[src/bkc_consts.vh]
/*
 Constants for the breakpoint compare and masking block: register
 offsets, field positions and reset values.
 Assumes inclusion by bare name from the design files under src/.
*/
`ifndef BKC_CONSTS_VH
`define BKC_CONSTS_VH

// Register offsets (byte addresses on the plain register port)
`define BKC_OFF_CTRL 8'h20
`define BKC_OFF_MASKDIR 8'h29
`define BKC_OFF_CAX 8'h2a
`define BKC_OFF_CAH 8'h2b
`define BKC_OFF_CAL 8'h2c
`define BKC_OFF_CBX 8'h2d
`define BKC_OFF_CBH 8'h2e
`define BKC_OFF_CBL 8'h2f
`define BKC_OFF_STAT 8'h30

// Mask/direction control fields
`define BKC_AMASK_HI 7
`define BKC_AMASK_LO 6
`define BKC_BMASK_HI 5
`define BKC_BMASK_LO 4
`define BKC_COMP_A_DIR_CHECK_ENABLE 3
`define BKC_RWA 2
`define BKC_COMP_B_DIR_CHECK_ENABLE 1
`define BKC_RWB 0

// Own control register fields
`define BKC_CTRL_LEGACY 0
`define BKC_CTRL_TRACE 1
`define BKC_CTRL_FULL 2

// Extension register fields
`define BKC_PSEL_LO 6
`define BKC_EXT_MSB 5

// Reset values
`define BKC_RST_BYTE 8'h00
`define BKC_RST_CTRL 3'h0

// Status fields
`define BKC_STAT_LEGACY 0
`define BKC_STAT_TRACE 1
`define BKC_STAT_MA 2
`define BKC_STAT_MB 3

`endif

[src/bkc_addr_cmp.v]
/*
 One address comparator with byte masking and page extension compare.
 Assumes the core's address, page and flash-access signals are
 synchronous with the bus clock; purely combinational.
*/
`timescale 1ns/1ps
`include "bkc_consts.vh"

module bkc_addr_cmp (
  input wire [7:0] i_ext,
  input wire [7:0] i_high,
  input wire [7:0] i_low,
  input wire i_mask_hi,
  input wire i_mask_lo,
  input wire i_legacy,
  input wire i_trace,
  input wire i_page_sel,
  input wire [15:0] i_addr,
  input wire [21:14] i_xaddr,
  input wire i_flash_access,
  output wire o_match
);
  wire [5:0] ext_bits = i_ext[`BKC_EXT_MSB:0];
  // Bit 7 of the selector is ignored, so 10 acts as 00, 11 as 01
  wire psel_paged = i_ext[`BKC_PSEL_LO];
  // Legacy ignores the selector and pages only on flash/ROM
  wire paged = i_legacy ? i_flash_access :
    (i_trace & psel_paged & i_page_sel);
  wire [5:0] ext_target = i_legacy ? i_xaddr[19:14] : i_xaddr[21:16];
  // Extension compare only with a page selected
  wire ext_ok = ~paged | (ext_bits == ext_target);
  // Legacy paged: six high bits against address 13:8
  // Trace paged: extended 15:14 replace address 15:14
  // Unpaged: the full 16-bit CPU address
  wire [7:0] hi_target = (paged & ~i_legacy) ?
    {i_xaddr[15:14], i_addr[13:8]} : i_addr[15:8];
  wire hi_eq = (paged & i_legacy) ?
    (i_high[5:0] == i_addr[13:8]) : (i_high == hi_target);
  wire lo_eq = (i_low == i_addr[7:0]);
  // 1:0 ignores the high mask bit; 1:1 leaves only the page
  wire skip_lo = i_mask_lo;
  wire skip_hi = i_mask_hi & i_mask_lo;
  // Masked bytes count as matching
  assign o_match = ext_ok & (skip_hi | hi_eq) & (skip_lo | lo_eq);
endmodule

[src/bkc_data_cmp.v]
/*
 Data comparator used by comparator B in full mode.
 Assumes the data bus is valid in the same cycle as the address.
*/
`timescale 1ns/1ps
`include "bkc_consts.vh"

module bkc_data_cmp (
  input wire [7:0] i_high,
  input wire [7:0] i_low,
  input wire i_mask_hi,
  input wire i_mask_lo,
  input wire [15:0] i_data,
  output wire o_match
);
  // 0:1 high only, 1:0 low only, 1:1 none; masked bytes match
  // The high mask bit drops the high byte, the low mask bit the low byte
  assign o_match = (i_mask_hi | (i_high == i_data[15:8])) &
    (i_mask_lo | (i_low == i_data[7:0]));
endmodule

[src/bkc_breakpoint_compare.v]
/*
 Breakpoint compare and masking for comparators A and B, with a plain
 register port, registered match outputs and a status register.
 Assumes the core's bus signals are synchronous to i_clk and valid for
 one cycle per bus access, qualified by i_bus_valid.
*/
// The strobed register port is this design's own decision.
`timescale 1ns/1ps
`include "bkc_consts.vh"

// What this block does
// - Second mask x:0 full, 0:1 skip low byte, 1:1 extension only
// - Paged full compare uses extension, low byte, and high 5:0 in legacy or high 7:0 in trace
// - Unpaged full compare matches the 16-bit CPU address
// - Mask 1:0 behaves as full compare, high mask ignored
// - Mask 1:1 matches any access to the chosen page
// - Full mode B data mask: both, high, low, or none; no extension
// - First mask uses the same encoding for comparator A
// - Control bit 3 enables direction check for A
// - Control bit 2 picks A direction: 0 write, 1 read
// - Control bit 1 enables direction check for B
// - Control bit 0 picks B direction; ignored in full mode
// - Page type selector bit 7 ignored in trace mode
// - Legacy mode: flash accesses compare extension to 19:14
// - Trace selector 00 unpaged, 01 extension to 21:16
// - Extension bits compared with the core page signal
// - Program page treated as six bits
// - Legacy overrides trace; trace blocked when secured
// - Full mode: A address, B data; dual: two addresses
module bkc_breakpoint_compare (
  input wire i_clk,
  input wire i_reset_n,
  input wire [7:0] i_reg_addr,
  input wire [7:0] i_reg_wdata,
  input wire i_reg_wr,
  input wire i_reg_rd,
  input wire i_secure,
  input wire i_bus_valid,
  input wire [15:0] i_cpu_addr,
  input wire [21:14] i_ext_addr,
  input wire [15:0] i_cpu_data,
  input wire i_cpu_read,
  input wire i_page_sel,
  input wire i_flash_access,
  output reg [7:0] o_reg_rdata,
  output reg o_match_a,
  output reg o_match_b
);
  reg [7:0] maskdir_q;
  reg [7:0] cax_q;
  reg [7:0] cah_q;
  reg [7:0] cal_q;
  reg [7:0] cbx_q;
  reg [7:0] cbh_q;
  reg [7:0] cbl_q;
  reg [2:0] ctrl_q;
  reg [7:0] rdata_d;

  // Legacy wins over trace; trace refused while secured
  wire legacy = ctrl_q[`BKC_CTRL_LEGACY];
  wire trace = ctrl_q[`BKC_CTRL_TRACE] & ~legacy & ~i_secure;
  wire full = ctrl_q[`BKC_CTRL_FULL];

  // Direction qualifier: disabled check always matches
  function dir_ok;
    input en;
    input val;
    input rd;
    begin
      dir_ok = ~en | (val == rd);
    end
  endfunction

  wire addr_a_ok;
  wire addr_b_ok;
  wire data_b_ok;

  // Comparator A: first address, its own mask pair
  bkc_addr_cmp u_cmp_a (
    .i_ext(cax_q),
    .i_high(cah_q),
    .i_low(cal_q),
    .i_mask_hi(maskdir_q[`BKC_AMASK_HI]),
    .i_mask_lo(maskdir_q[`BKC_AMASK_LO]),
    .i_legacy(legacy),
    .i_trace(trace),
    .i_page_sel(i_page_sel),
    .i_addr(i_cpu_addr),
    .i_xaddr(i_ext_addr),
    .i_flash_access(i_flash_access),
    .o_match(addr_a_ok)
  );

  // Comparator B in dual mode: second address
  bkc_addr_cmp u_cmp_b (
    .i_ext(cbx_q),
    .i_high(cbh_q),
    .i_low(cbl_q),
    .i_mask_hi(maskdir_q[`BKC_BMASK_HI]),
    .i_mask_lo(maskdir_q[`BKC_BMASK_LO]),
    .i_legacy(legacy),
    .i_trace(trace),
    .i_page_sel(i_page_sel),
    .i_addr(i_cpu_addr),
    .i_xaddr(i_ext_addr),
    .i_flash_access(i_flash_access),
    .o_match(addr_b_ok)
  );

  // Comparator B in full mode: data, extension unused
  bkc_data_cmp u_cmp_d (
    .i_high(cbh_q),
    .i_low(cbl_q),
    .i_mask_hi(maskdir_q[`BKC_BMASK_HI]),
    .i_mask_lo(maskdir_q[`BKC_BMASK_LO]),
    .i_data(i_cpu_data),
    .o_match(data_b_ok)
  );

  wire dir_a = dir_ok(maskdir_q[`BKC_COMP_A_DIR_CHECK_ENABLE], maskdir_q[`BKC_RWA],
    i_cpu_read);
  // B direction bits are ignored in full mode
  wire dir_b = full | dir_ok(maskdir_q[`BKC_COMP_B_DIR_CHECK_ENABLE], maskdir_q[`BKC_RWB],
    i_cpu_read);

  // Full mode needs address on A and data on B together
  wire hit_a = i_bus_valid & addr_a_ok & dir_a & (~full | data_b_ok);
  wire hit_b = i_bus_valid & ~full & addr_b_ok & dir_b;

  // Registered so the outputs come from flip-flops; one cycle late
  always @(posedge i_clk) begin
    if (!i_reset_n) begin
      o_match_a <= 1'b0;
      o_match_b <= 1'b0;
    end else begin
      o_match_a <= hit_a;
      o_match_b <= hit_b;
    end
  end

  // Register writes; selectors reset to 00 as software expects
  always @(posedge i_clk) begin
    if (!i_reset_n) begin
      maskdir_q <= `BKC_RST_BYTE;
      cax_q <= `BKC_RST_BYTE;
      cah_q <= `BKC_RST_BYTE;
      cal_q <= `BKC_RST_BYTE;
      cbx_q <= `BKC_RST_BYTE;
      cbh_q <= `BKC_RST_BYTE;
      cbl_q <= `BKC_RST_BYTE;
      ctrl_q <= `BKC_RST_CTRL;
    end else if (i_reg_wr) begin
      case (i_reg_addr)
        `BKC_OFF_MASKDIR: begin
          maskdir_q <= i_reg_wdata;
        end
        `BKC_OFF_CAX: begin
          cax_q <= i_reg_wdata;
        end
        `BKC_OFF_CAH: begin
          cah_q <= i_reg_wdata;
        end
        `BKC_OFF_CAL: begin
          cal_q <= i_reg_wdata;
        end
        `BKC_OFF_CBX: begin
          cbx_q <= i_reg_wdata;
        end
        `BKC_OFF_CBH: begin
          cbh_q <= i_reg_wdata;
        end
        `BKC_OFF_CBL: begin
          cbl_q <= i_reg_wdata;
        end
        `BKC_OFF_CTRL: begin
          ctrl_q <= i_reg_wdata[2:0];
        end
        default: begin
          ctrl_q <= ctrl_q;
        end
      endcase
    end
  end

  // Read mux; unmapped offsets read zero
  always @* begin
    rdata_d = `BKC_RST_BYTE;
    case (i_reg_addr)
      `BKC_OFF_MASKDIR: rdata_d = maskdir_q;
      `BKC_OFF_CAX: rdata_d = cax_q;
      `BKC_OFF_CAH: rdata_d = cah_q;
      `BKC_OFF_CAL: rdata_d = cal_q;
      `BKC_OFF_CBX: rdata_d = cbx_q;
      `BKC_OFF_CBH: rdata_d = cbh_q;
      `BKC_OFF_CBL: rdata_d = cbl_q;
      `BKC_OFF_CTRL: rdata_d = {5'h00, ctrl_q};
      `BKC_OFF_STAT: rdata_d = {4'h0, o_match_b, o_match_a, trace, legacy};
      default: rdata_d = `BKC_RST_BYTE;
    endcase
  end

  // Data stands only in the cycle after the read strobe
  always @(posedge i_clk) begin
    if (!i_reset_n) begin
      o_reg_rdata <= `BKC_RST_BYTE;
    end else if (i_reg_rd) begin
      o_reg_rdata <= rdata_d;
    end else begin
      o_reg_rdata <= `BKC_RST_BYTE;
    end
  end
endmodule

[config.mk]
export PLATFORM = sky130hd
export DESIGN_NAME = bkc_breakpoint_compare
export DESIGN_NICKNAME = d
export VERILOG_FILES = /design/src/bkc_addr_cmp.v /design/src/bkc_data_cmp.v /design/src/bkc_breakpoint_compare.v
export VERILOG_INCLUDE_DIRS = /design/src /design/src/src
export SDC_FILE = /design/constraint.sdc
export NUM_CORES = 1
export LEC_CHECK = 0
export BUFFER_PORTS_ARGS = -buffer_cell sky130_fd_sc_hd__buf_2
export CAP_MARGIN = 20
export CORE_MARGIN = 5
export CORE_UTILIZATION = 55
export DETAILED_ROUTE_END_ITERATION = 7
export HOLD_SLACK_MARGIN = 0.05
export MAX_ROUTING_LAYER = met4
export PLACE_DENSITY = 0.88
export SLEW_MARGIN = 20
export SYNTH_ARGS = -nofsm -noshare
export SYNTH_HDL_FRONTEND = slang
export SYNTH_SLANG_ARGS = --single-unit
[constraint.sdc]
create_clock -name i_clk -period 3.4 [get_ports i_clk]
set_clock_uncertainty 0.1 [all_clocks]
set_input_delay 0 -clock i_clk [delete_from_list [all_inputs] [get_ports i_clk]]
set_output_delay 0 -clock i_clk [all_outputs]
set_load 0.02 [all_outputs]
==> metrics.yaml, run 1 <==
grt_overflow: 0
hold_path.class: "in -> reg"
syn_nets: 529
m1WireLength_um: 5020
drtAntennaViolNets: 0
min_period_ps: 2640
crit_type: "reg -> reg"
h-tree-depth: 3
fmax_mhz: 378
core_um2: 7180
via_count: 4010
avgSynthCellArea_um2: 8.64
ys_types: 46
vias_per_cell: 6.18
tightest_slew_ps: 791
initial_core_util_pct: 55.9
ctsLongestPathBuffers: 2
drc: 0
power_density_nw_per_um2: 348
routedWlPerCell_um: 19.5
insertion_delay_ps: 340
timing.final.hold_violations: 0
endpoint_kind: "flip-flop"
antenna_found_initial: 0
grt_max_degree: 62
ys_ff_latch: 69
nNetsFinal: 611
synthCells: 464
yosysTopAreaCellShare_pct: 34.4
highest_layer: "met4"
gp_congestion: 0.985
maxCapViolCount: 0
cts_root_buf: "clkbuf_8"
min_path_cells: 5
io_buffers: 74
cts_tree: "done"
reg2reg_depth: 7
synthTopCellsByCount: "nand2_1, dfxtp_1, xor2_1"
dpl.cell_count: 616
syn_area_um2: 4010
setup_viol: 0
clkSinkCount: 69
dieWidth_um: 95.4
synth_edf_count: 0
cp.required_ps: 3580
dieArea_um2: 9100
rows: 31
n_fill_cell: 563
io_pins: 75
crit_path_start_kind: "flip-flop"
instances_no_fill: 649
synthFlopType: "dfxtp_1"
yosys_warnings: 0
drive_gt1_share_pct: 20.2
slew_headroom_pct: 47.2
path_max_fanout: 14
grt_pass1_wl_um: 19900
yosysTopAreaCell: "dfxtp_1"
synth_most_common_cell: "nand2_1"
drtIter0Drc: 473
finalCritPeriodShare_pct: 77.8
drt_first_pass_iters: 7
synthArstFlopShare_pct: 0
track_usage_pct: 29.6
routed_wl_um: 12600
grt_setup_unrepaired: "false"
die_h_um: 95.4
drv_slew: 0
met2_length_um: 5810
synth-seq-area-share_pct: 34.4
clk_pin_slew_worst_paths_ps: 70
critPathArrivalTime_ps: 2830
vdd_drop_max_v: 0.000235
fin_tns_setup_ps: 0
grt_pass1_vias: 3940
synthTopCellsByArea: "dfxtp_1, xor2_1, mux2i_1, nand2_1, nand3_1"
wl_met3_um: 1170
numCtsBuffers: 9
outcome: "finished, final reports clean"
area_growth_pct: 19.9
diodes: 0
p_leak_nw: 1.96
hpwlAfterDp_um: 9160
-- cell type report --
type                       count  area [um2]  share of cell area, %
sequential                    69        1380                   28.7
multi-input combinational    367        2500                   52.1
tap                           99         124                   2.58
clock inverter                 4        47.5                  0.989
inverter                       1        3.75                 0.0781
clock buffer                  11         151                   3.15
timing repair buffer          98         596                   12.4
-- final timing paths --
kind / endpoint / start / slack, ps
setup / recovery: o_match_a / ctrl_q[0] / 760
hold / removal: o_match_b / i_cpu_addr[15] / 80
setup reg to reg: o_match_a / ctrl_q[0] / 760
hold reg to reg: cbx_q[7] / cbx_q[7] / 370
-- worst max-delay path, stage by stage, from the launching register on --
cell and delay (ps):
dfxtp_1 670, mux2i_1 370, xnor2_1 110, nor4_1 320
a32o_1 210, nand3_1 80, a31oi_1 170, dlygate4sd3_1 560
-- flip-flops by register name, indices dropped and copies added, names as in the netlist --
| name | flops |
|---|---|
| cah_q | 8 |
| cal_q | 8 |
| cax_q | 8 |
| cbh_q | 8 |
| cbl_q | 8 |
| cbx_q | 8 |
| maskdir_q | 8 |
| o_reg_rdata | 8 |
| ctrl_q | 3 |
| o_match_a | 1 |
| o_match_b | 1 |
-- per-stage QoR --
step	total power, mW	cell area, um2	hold slack, ps	utilization, %	setup slack (ps)
6_report	1.67	4810	78.1	67.0	756
4_1_cts	1.66	4810	72.9	67.0	815
3_3_place_gp	0.986	4430	212	61.7	1330
3_5_place_dp	0.991	4430	225	61.7	1220
5_1_grt	1.72	4810	69.9	67.0	580
2_1_floorplan	0.914	4010	39.2	-	1490
-- cell families (layout without fill, tap and decap cells) --
| group | after synthesis | count (layout) | share of synthesized area [%] |
|---|---|---|---|
| XOR/XNOR | 62 | 62 | 13.5 |
| buffers and inverters | 28 | 114 | 3.12 |
| AO/OA/AOI/OAI | 85 | 85 | 15.2 |
| AND/OR/NAND/NOR | 182 | 182 | 22.8 |
| flip-flops | 69 | 69 | 34.4 |
| multiplexers | 38 | 38 | 10.9 |
-- layer usage --
layer | vias to the layer above | track usage, %
met2 | 250 | 46.9
met1 | 1884 | 36.0
met5 | - | -
met3 | 69 | 5.13
met4 | 0 | 15.6
li1 | 1807 | -
-- report_power, final --
part           switching (mW)  internal (mW)  total (mW)
registers             0.00127          0.808       0.810
clock network           0.309          0.372       0.681
logic                   0.101         0.0806       0.182
-- cell usage in the layout, fill, tap and decap left out, drive strengths merged, types with 2 or more instances in the layout --
cell	Yosys	routed
nand2	70	70
a221o	2	2
a221oi	3	3
mux2i	29	29
a31oi	5	5
nor4	10	10
nor2b	23	23
clkinv	0	2
a311oi	2	2
a211oi	2	2
nor2	11	11
nand4	2	2
dfxtp	69	69
mux2	5	5
and3	2	2
a22oi	6	6
buf	9	80
nand3	44	44
o21ai	6	6
mux4	4	4
a32oi	3	3
xnor2	14	14
xor2	48	48
nor3	10	10
or3b	2	2
nor3b	3	3
a21boi	40	40
dlygate4sd3	0	18
a22o	2	2
a21oi	11	11
clkbuf	18	11
-- what timing repair did --
item,CTS,global route
hold buffers,18,0
gates resized for setup,0,0
buffers inserted,0,0
endpoints found under the hold margin,65,0
Power figures use the tool's default switching activity.
==> inputs of run 2 (changes only) <==
--- a/config.mk
+++ b/config.mk
@@ -9,11 +9,11 @@
 export BUFFER_PORTS_ARGS = -buffer_cell sky130_fd_sc_hd__buf_2
 export CAP_MARGIN = 20
 export CORE_MARGIN = 5
-export CORE_UTILIZATION = 55
+export CORE_UTILIZATION = 51
 export DETAILED_ROUTE_END_ITERATION = 7
 export HOLD_SLACK_MARGIN = 0.05
 export MAX_ROUTING_LAYER = met4
-export PLACE_DENSITY = 0.88
+export PLACE_DENSITY = 0.86
 export SLEW_MARGIN = 20
 export SYNTH_ARGS = -nofsm -noshare
 export SYNTH_HDL_FRONTEND = slang
==> constraint.sdc (replaced) <==
create_clock -name i_clk -period 2.2 [get_ports i_clk]
set_clock_uncertainty 0.1 [all_clocks]
set_input_delay 0 -clock i_clk [delete_from_list [all_inputs] [get_ports i_clk]]
set_output_delay 0 -clock i_clk [all_outputs]
set_load 0.02 [all_outputs]
==> run 2 against run 1 <==
  * Worst hold slack gained 11 ps
  * Non-clock buffer count grew 11
  * Register-to-register slack lost 640 ps
  * Via count shrank 0.27%
  * Cell count grew 2.3%
  * Clock power grew 110%
  * First-iteration DRC count shrank 18%
  * Fmax grew 27%
  * Clock-buffer cell count shrank 2
  * Sequential power grew 54%
  * Die area grew 7.0%
  * Final area grew 3.5%
==> metrics.yaml, run 2 (synthesized netlist as in run 1, its figures left out) <==
outcome: "finished, final reports clean"
gp_congestion: 0.985
routed_wl_um: 12600
fin_tns_setup_ps: 0
endpoint_kind: "flip-flop"
core_um2: 7690
vdd_drop_max_v: 0.000473
path_max_fanout: 4
min_period_ps: 2080
power_density_nw_per_um2: 591
io_buffers: 74
hpwlAfterDp_um: 9130
vias_per_cell: 6.02
startpoint: "cbx_q[3]"
rows: 32
drv_slew: 0
layout_common_cells: "buf_2, nand2_1, dfxtp_1"
nNetsFinal: 622
fin_area_um2: 4980
maxCapViolCount: 0
p_leak_nw: 2.05
numCtsBuffers: 9
diodes: 0
drc: 0
fmax_mhz: 481
whs_ps: 89.3
drive_gt1_share_pct: 21.4
placed_area_um2: 4480
drtIter0Drc: 386
critPathArrivalTime_ps: 2220
final_common_cell: "buf_2"
tightest_slew_ps: 544
slew_headroom_pct: 63.6
initial_core_util_pct: 52.2
track_usage_pct: 26.8
crit_type: "reg -> reg"
finalCritPeriodShare_pct: 94.6
grt_overflow: 0
cts_tree: "done"
drtAntennaViolNets: 0
routedWlPerCell_um: 19.0
io_pins: 75
ctsLongestPathBuffers: 2
insertion_delay_ps: 360
dieArea_um2: 9740
hold_path.class: "in -> reg"
dieWidth_um: 98.7
rrSetupSlack_ps: 120
cts_root_buf: "clkbuf_8"
grt_pass1_vias: 3941
clkSinkCount: 69
grt_setup_unrepaired: "false"
setup_viol: 0
clk_pin_slew_worst_paths_ps: 80
grt_pass1_wl_um: 19800
crit_path_start_kind: "flip-flop"
area_growth_pct: 24.1
n_fill_cell: 643
die_h_um: 98.7
cp.required_ps: 2340
timing.final.hold_violations: 0
drt_first_pass_iters: 5
grt_max_degree: 33
h-tree-depth: 3
antenna_found_initial: 0
min_from: "i_ext_addr[15]"
via_count: 3999
reg2reg_from: "cbx_q[3]"
[run 2: cell count changes in the layout (fill, tap and decap cells not counted), moves of 2 or more]
cell,delta
clkinv_2,-2
clkinv_4,+2
clkbuf_8,-2
buf_4,+7
dlygate4sd3_1,+4
bufinv_16,+3
[run 2: layout make-up]
class	count	area (um2)	share of cell area, %
repair buffers	109	688	13.8
clock buffers	9	124	2.49
flip-flops and latches	69	1380	27.8
multi-input cells	367	2510	50.4
inverters	1	3.75	0.0754
clock inverters	7	146	2.94
well taps	102	128	2.56
[run 2: where the power goes]
group          switching [mW]  internal (mW)
clock network           0.527          0.875
registers             0.00185           1.25
logic                   0.159          0.131
[run 2: final timing paths]
kind,cells after the start,endpoint
max,6,o_reg_rdata[3]
min,5,o_match_a
max reg2reg,6,o_reg_rdata[3]
min reg2reg,2,cbx_q[7]
[run 2: critical path, stage by stage (launching register included)]
cell           delay, ps
dfxtp_1              370
mux2_2               280
a21oi_1              160
a31oi_1               60
o21ai_0              280
a31oi_1              140
dlygate4sd3_1        590
[run 2: metrics by stage]
step                      total power, mW  utilization [%]  worst slack (ps)  cells
after floorplan                      1.41                -               295    464
after global placement               1.53             58.3               209    626
after detailed placement             1.54             58.3               123    626
after CTS                            2.93             64.6              27.2    663
after global routing                 3.03             64.7              1.06    664
final                                2.94             64.7               119    664
[run 2: what timing repair did]
item	in CTS	in global routing
setup buffers	0	0
gates resized for setup	0	2
hold endpoints to repair	69	2
hold buffers	21	1
endpoints found under the setup margin	0	2
[run 2: metal layers]
layer | part of all wire [%] | routed length, um | track usage [%] | vias to the layer above
li1 | - | - | - | 1823
met1 | 38 | 4850 | 32.0 | 1877
met2 | 47 | 5950 | 43.1 | 258
met3 | 11 | 1370 | 7.22 | 41
met4 | 3.5 | 440 | 10.4 | 0
met5 | 0 | 0 | - | -
==> inputs of run 3 (changes only) <==
--- a/config.mk
+++ b/config.mk
@@ -8,12 +8,14 @@
 export LEC_CHECK = 0
 export BUFFER_PORTS_ARGS = -buffer_cell sky130_fd_sc_hd__buf_2
 export CAP_MARGIN = 20
+export CELL_PAD_IN_SITES_DETAIL_PLACEMENT = 1
+export CELL_PAD_IN_SITES_GLOBAL_PLACEMENT = 2
 export CORE_MARGIN = 5
-export CORE_UTILIZATION = 51
+export CORE_UTILIZATION = 30
 export DETAILED_ROUTE_END_ITERATION = 7
 export HOLD_SLACK_MARGIN = 0.05
 export MAX_ROUTING_LAYER = met4
-export PLACE_DENSITY = 0.86
+export PLACE_DENSITY = 0.85
 export SLEW_MARGIN = 20
 export SYNTH_ARGS = -nofsm -noshare
 export SYNTH_HDL_FRONTEND = slang
==> run 3 against run 2 <==
  * Worst setup slack improved by 55 ps
  * Non-clock buffer count is 1 lower
  * Critical path depth unchanged
  * Via count decreased by 4.5%
  * Worst hold slack got worse by 19 ps
  * Combinational power is essentially flat
  * Die area up 62%
  * Fmax increased by 2.7%
  * Total power is 3.3% lower
  * Clock-buffer cell count is 2 higher
  * Clock power fell by 6%
  * Sequential share of layout area fell by 0.33 points
  * Critical path type unchanged
  * Largest power group unchanged
==> metrics.yaml, run 3 (synthesized netlist as in run 1, its figures left out) <==
gp_congestion: 0.947
power_density_nw_per_um2: 565
fin_area_um2: 5040
whs_ps: 70.3
grt_overflow: 0
fin_tns_setup_ps: 0
layout_common_cells: "buf_2, nand2_1, dfxtp_1"
finalCritPeriodShare_pct: 92.1
via_count: 3821
insertion_delay_ps: 330
dieArea_um2: 15800
min_period_ps: 2030
fmax_mhz: 494
drc: 0
pre_cts_slack_ps: 68.2
drt_first_pass_iters: 4
timing.final.hold_violations: 0
placed_area_um2: 4630
path_max_fanout: 4
crit_type: "reg -> reg"
vias_per_cell: 5.19
drtAntennaViolNets: 0
rrSetupSlack_ps: 170
h-tree-depth: 3
vdd_drop_max_v: 0.000471
slew_headroom_pct: 61.4
ctsLongestPathBuffers: 2
seqCellArea_um2: 1380
rows: 42
cts_tree: "done"
hpwlAfterDp_um: 11100
grt_pass1_wl_um: 22700
drive_gt1_share_pct: 22.1
routed_wl_um: 14300
drtIter0Drc: 251
hold_path.class: "in -> reg"
area_growth_pct: 25.6
finalPower_mw: 2.85
outcome: "finished, final reports clean"
grt_max_degree: 61
post-route-util_pct: 38.2
setup_viol: 0
grt_setup_unrepaired: "false"
clkSinkCount: 69
antenna_found_initial: 0
io_pins: 75
io_buffers: 74
diodes: 0
nNetsFinal: 621
cts_root_buf: "clkbuf_16"
final_common_cell: "buf_2"
setup_ws_ps: 174
routedWlPerCell_um: 19.4
p_leak_nw: 2.04
numCtsBuffers: 9
track_usage_pct: 18.8
tightest_slew_ps: 576
clk_pin_slew_worst_paths_ps: 60
critPathArrivalTime_ps: 2120
dieWidth_um: 126
initial_core_util_pct: 30.4
grt_pass1_vias: 4108
dpl.cell_count: 707
maxCapViolCount: 0
cp.required_ps: 2300
multiInputGateArea_um2: 2500
n_fill_cell: 1567
drv_slew: 0
core_um2: 13200
instances_no_fill: 736
endpoint_kind: "flip-flop"
die_h_um: 126
crit_path_start_kind: "flip-flop"
[run 3: cell count changes in the layout (fill, tap and decap cells not counted)]
| cell | delta |
|---|---|
| buf_4 | +7 |
| clkbuf_16 | +9 |
| clkinv_2 | +2 |
| or3b_4 | -1 |
| clkinv_4 | -2 |
| or3b_1 | +1 |
| inv_6 | -1 |
| clkbuf_1 | +1 |
| clkinvlp_4 | +2 |
| bufinv_16 | -4 |
| dlygate4sd3_1 | -8 |
| clkbuf_8 | -8 |
[run 3: area by class of cell]
| cell class | instances | area share (%) |
|---|---|---|
| clock buffers | 11 | 4.82 |
| multi-input cells | 367 | 49.7 |
| well taps | 176 | 4.37 |
| repair buffers | 108 | 13.1 |
| clock inverters | 4 | 0.497 |
| inverters | 1 | 0.0745 |
| flip-flops and latches | 69 | 27.4 |
[run 3: critical path, cell delays in order (launching register included)]
cell and delay [ps]:
dfxtp_1 470, xor2_1 110, nor4_1 310, nand3_1 200, o21ai_0 200, nand2_1 110, a311oi_1 400
[run 3: worst paths after layout]
kind,from,to,cells past startpoint
setup / recovery,cbh_q[5],o_match_b,6
hold / removal,i_cpu_addr[14],o_match_a,6
setup reg to reg,cbh_q[5],o_match_b,6
hold reg to reg,cbx_q[7],cbx_q[7],2
[run 3: routing by layer]
metal	vias to the layer above	wire, um	GRT usage, %
li1	1827	-	-
met1	1861	6400	24.0
met2	108	6740	30.1
met3	25	785	3.47
met4	0	329	6.06
met5	-	0	-
[run 3: timing repair]
| action | 4_1_cts | 5_1_grt |
|---|---|---|
| hold buffers | 14 | 0 |
| gates resized for setup | 0 | 1 |
| setup buffers | 0 | 0 |
| endpoints found under the hold margin | 60 | 0 |
| endpoints found under the setup margin | 0 | 1 |
[run 3: power by group]
part / total [mW] / leakage (nW) / internal, mW / switching [mW]
logic: 0.287 / 1.36 / 0.128 / 0.159
clock network: 1.31 / 0.127 / 0.783 / 0.524
registers: 1.25 / 0.555 / 1.25 / 0.00190
total: 2.85 / 2.04 / 2.16 / 0.685
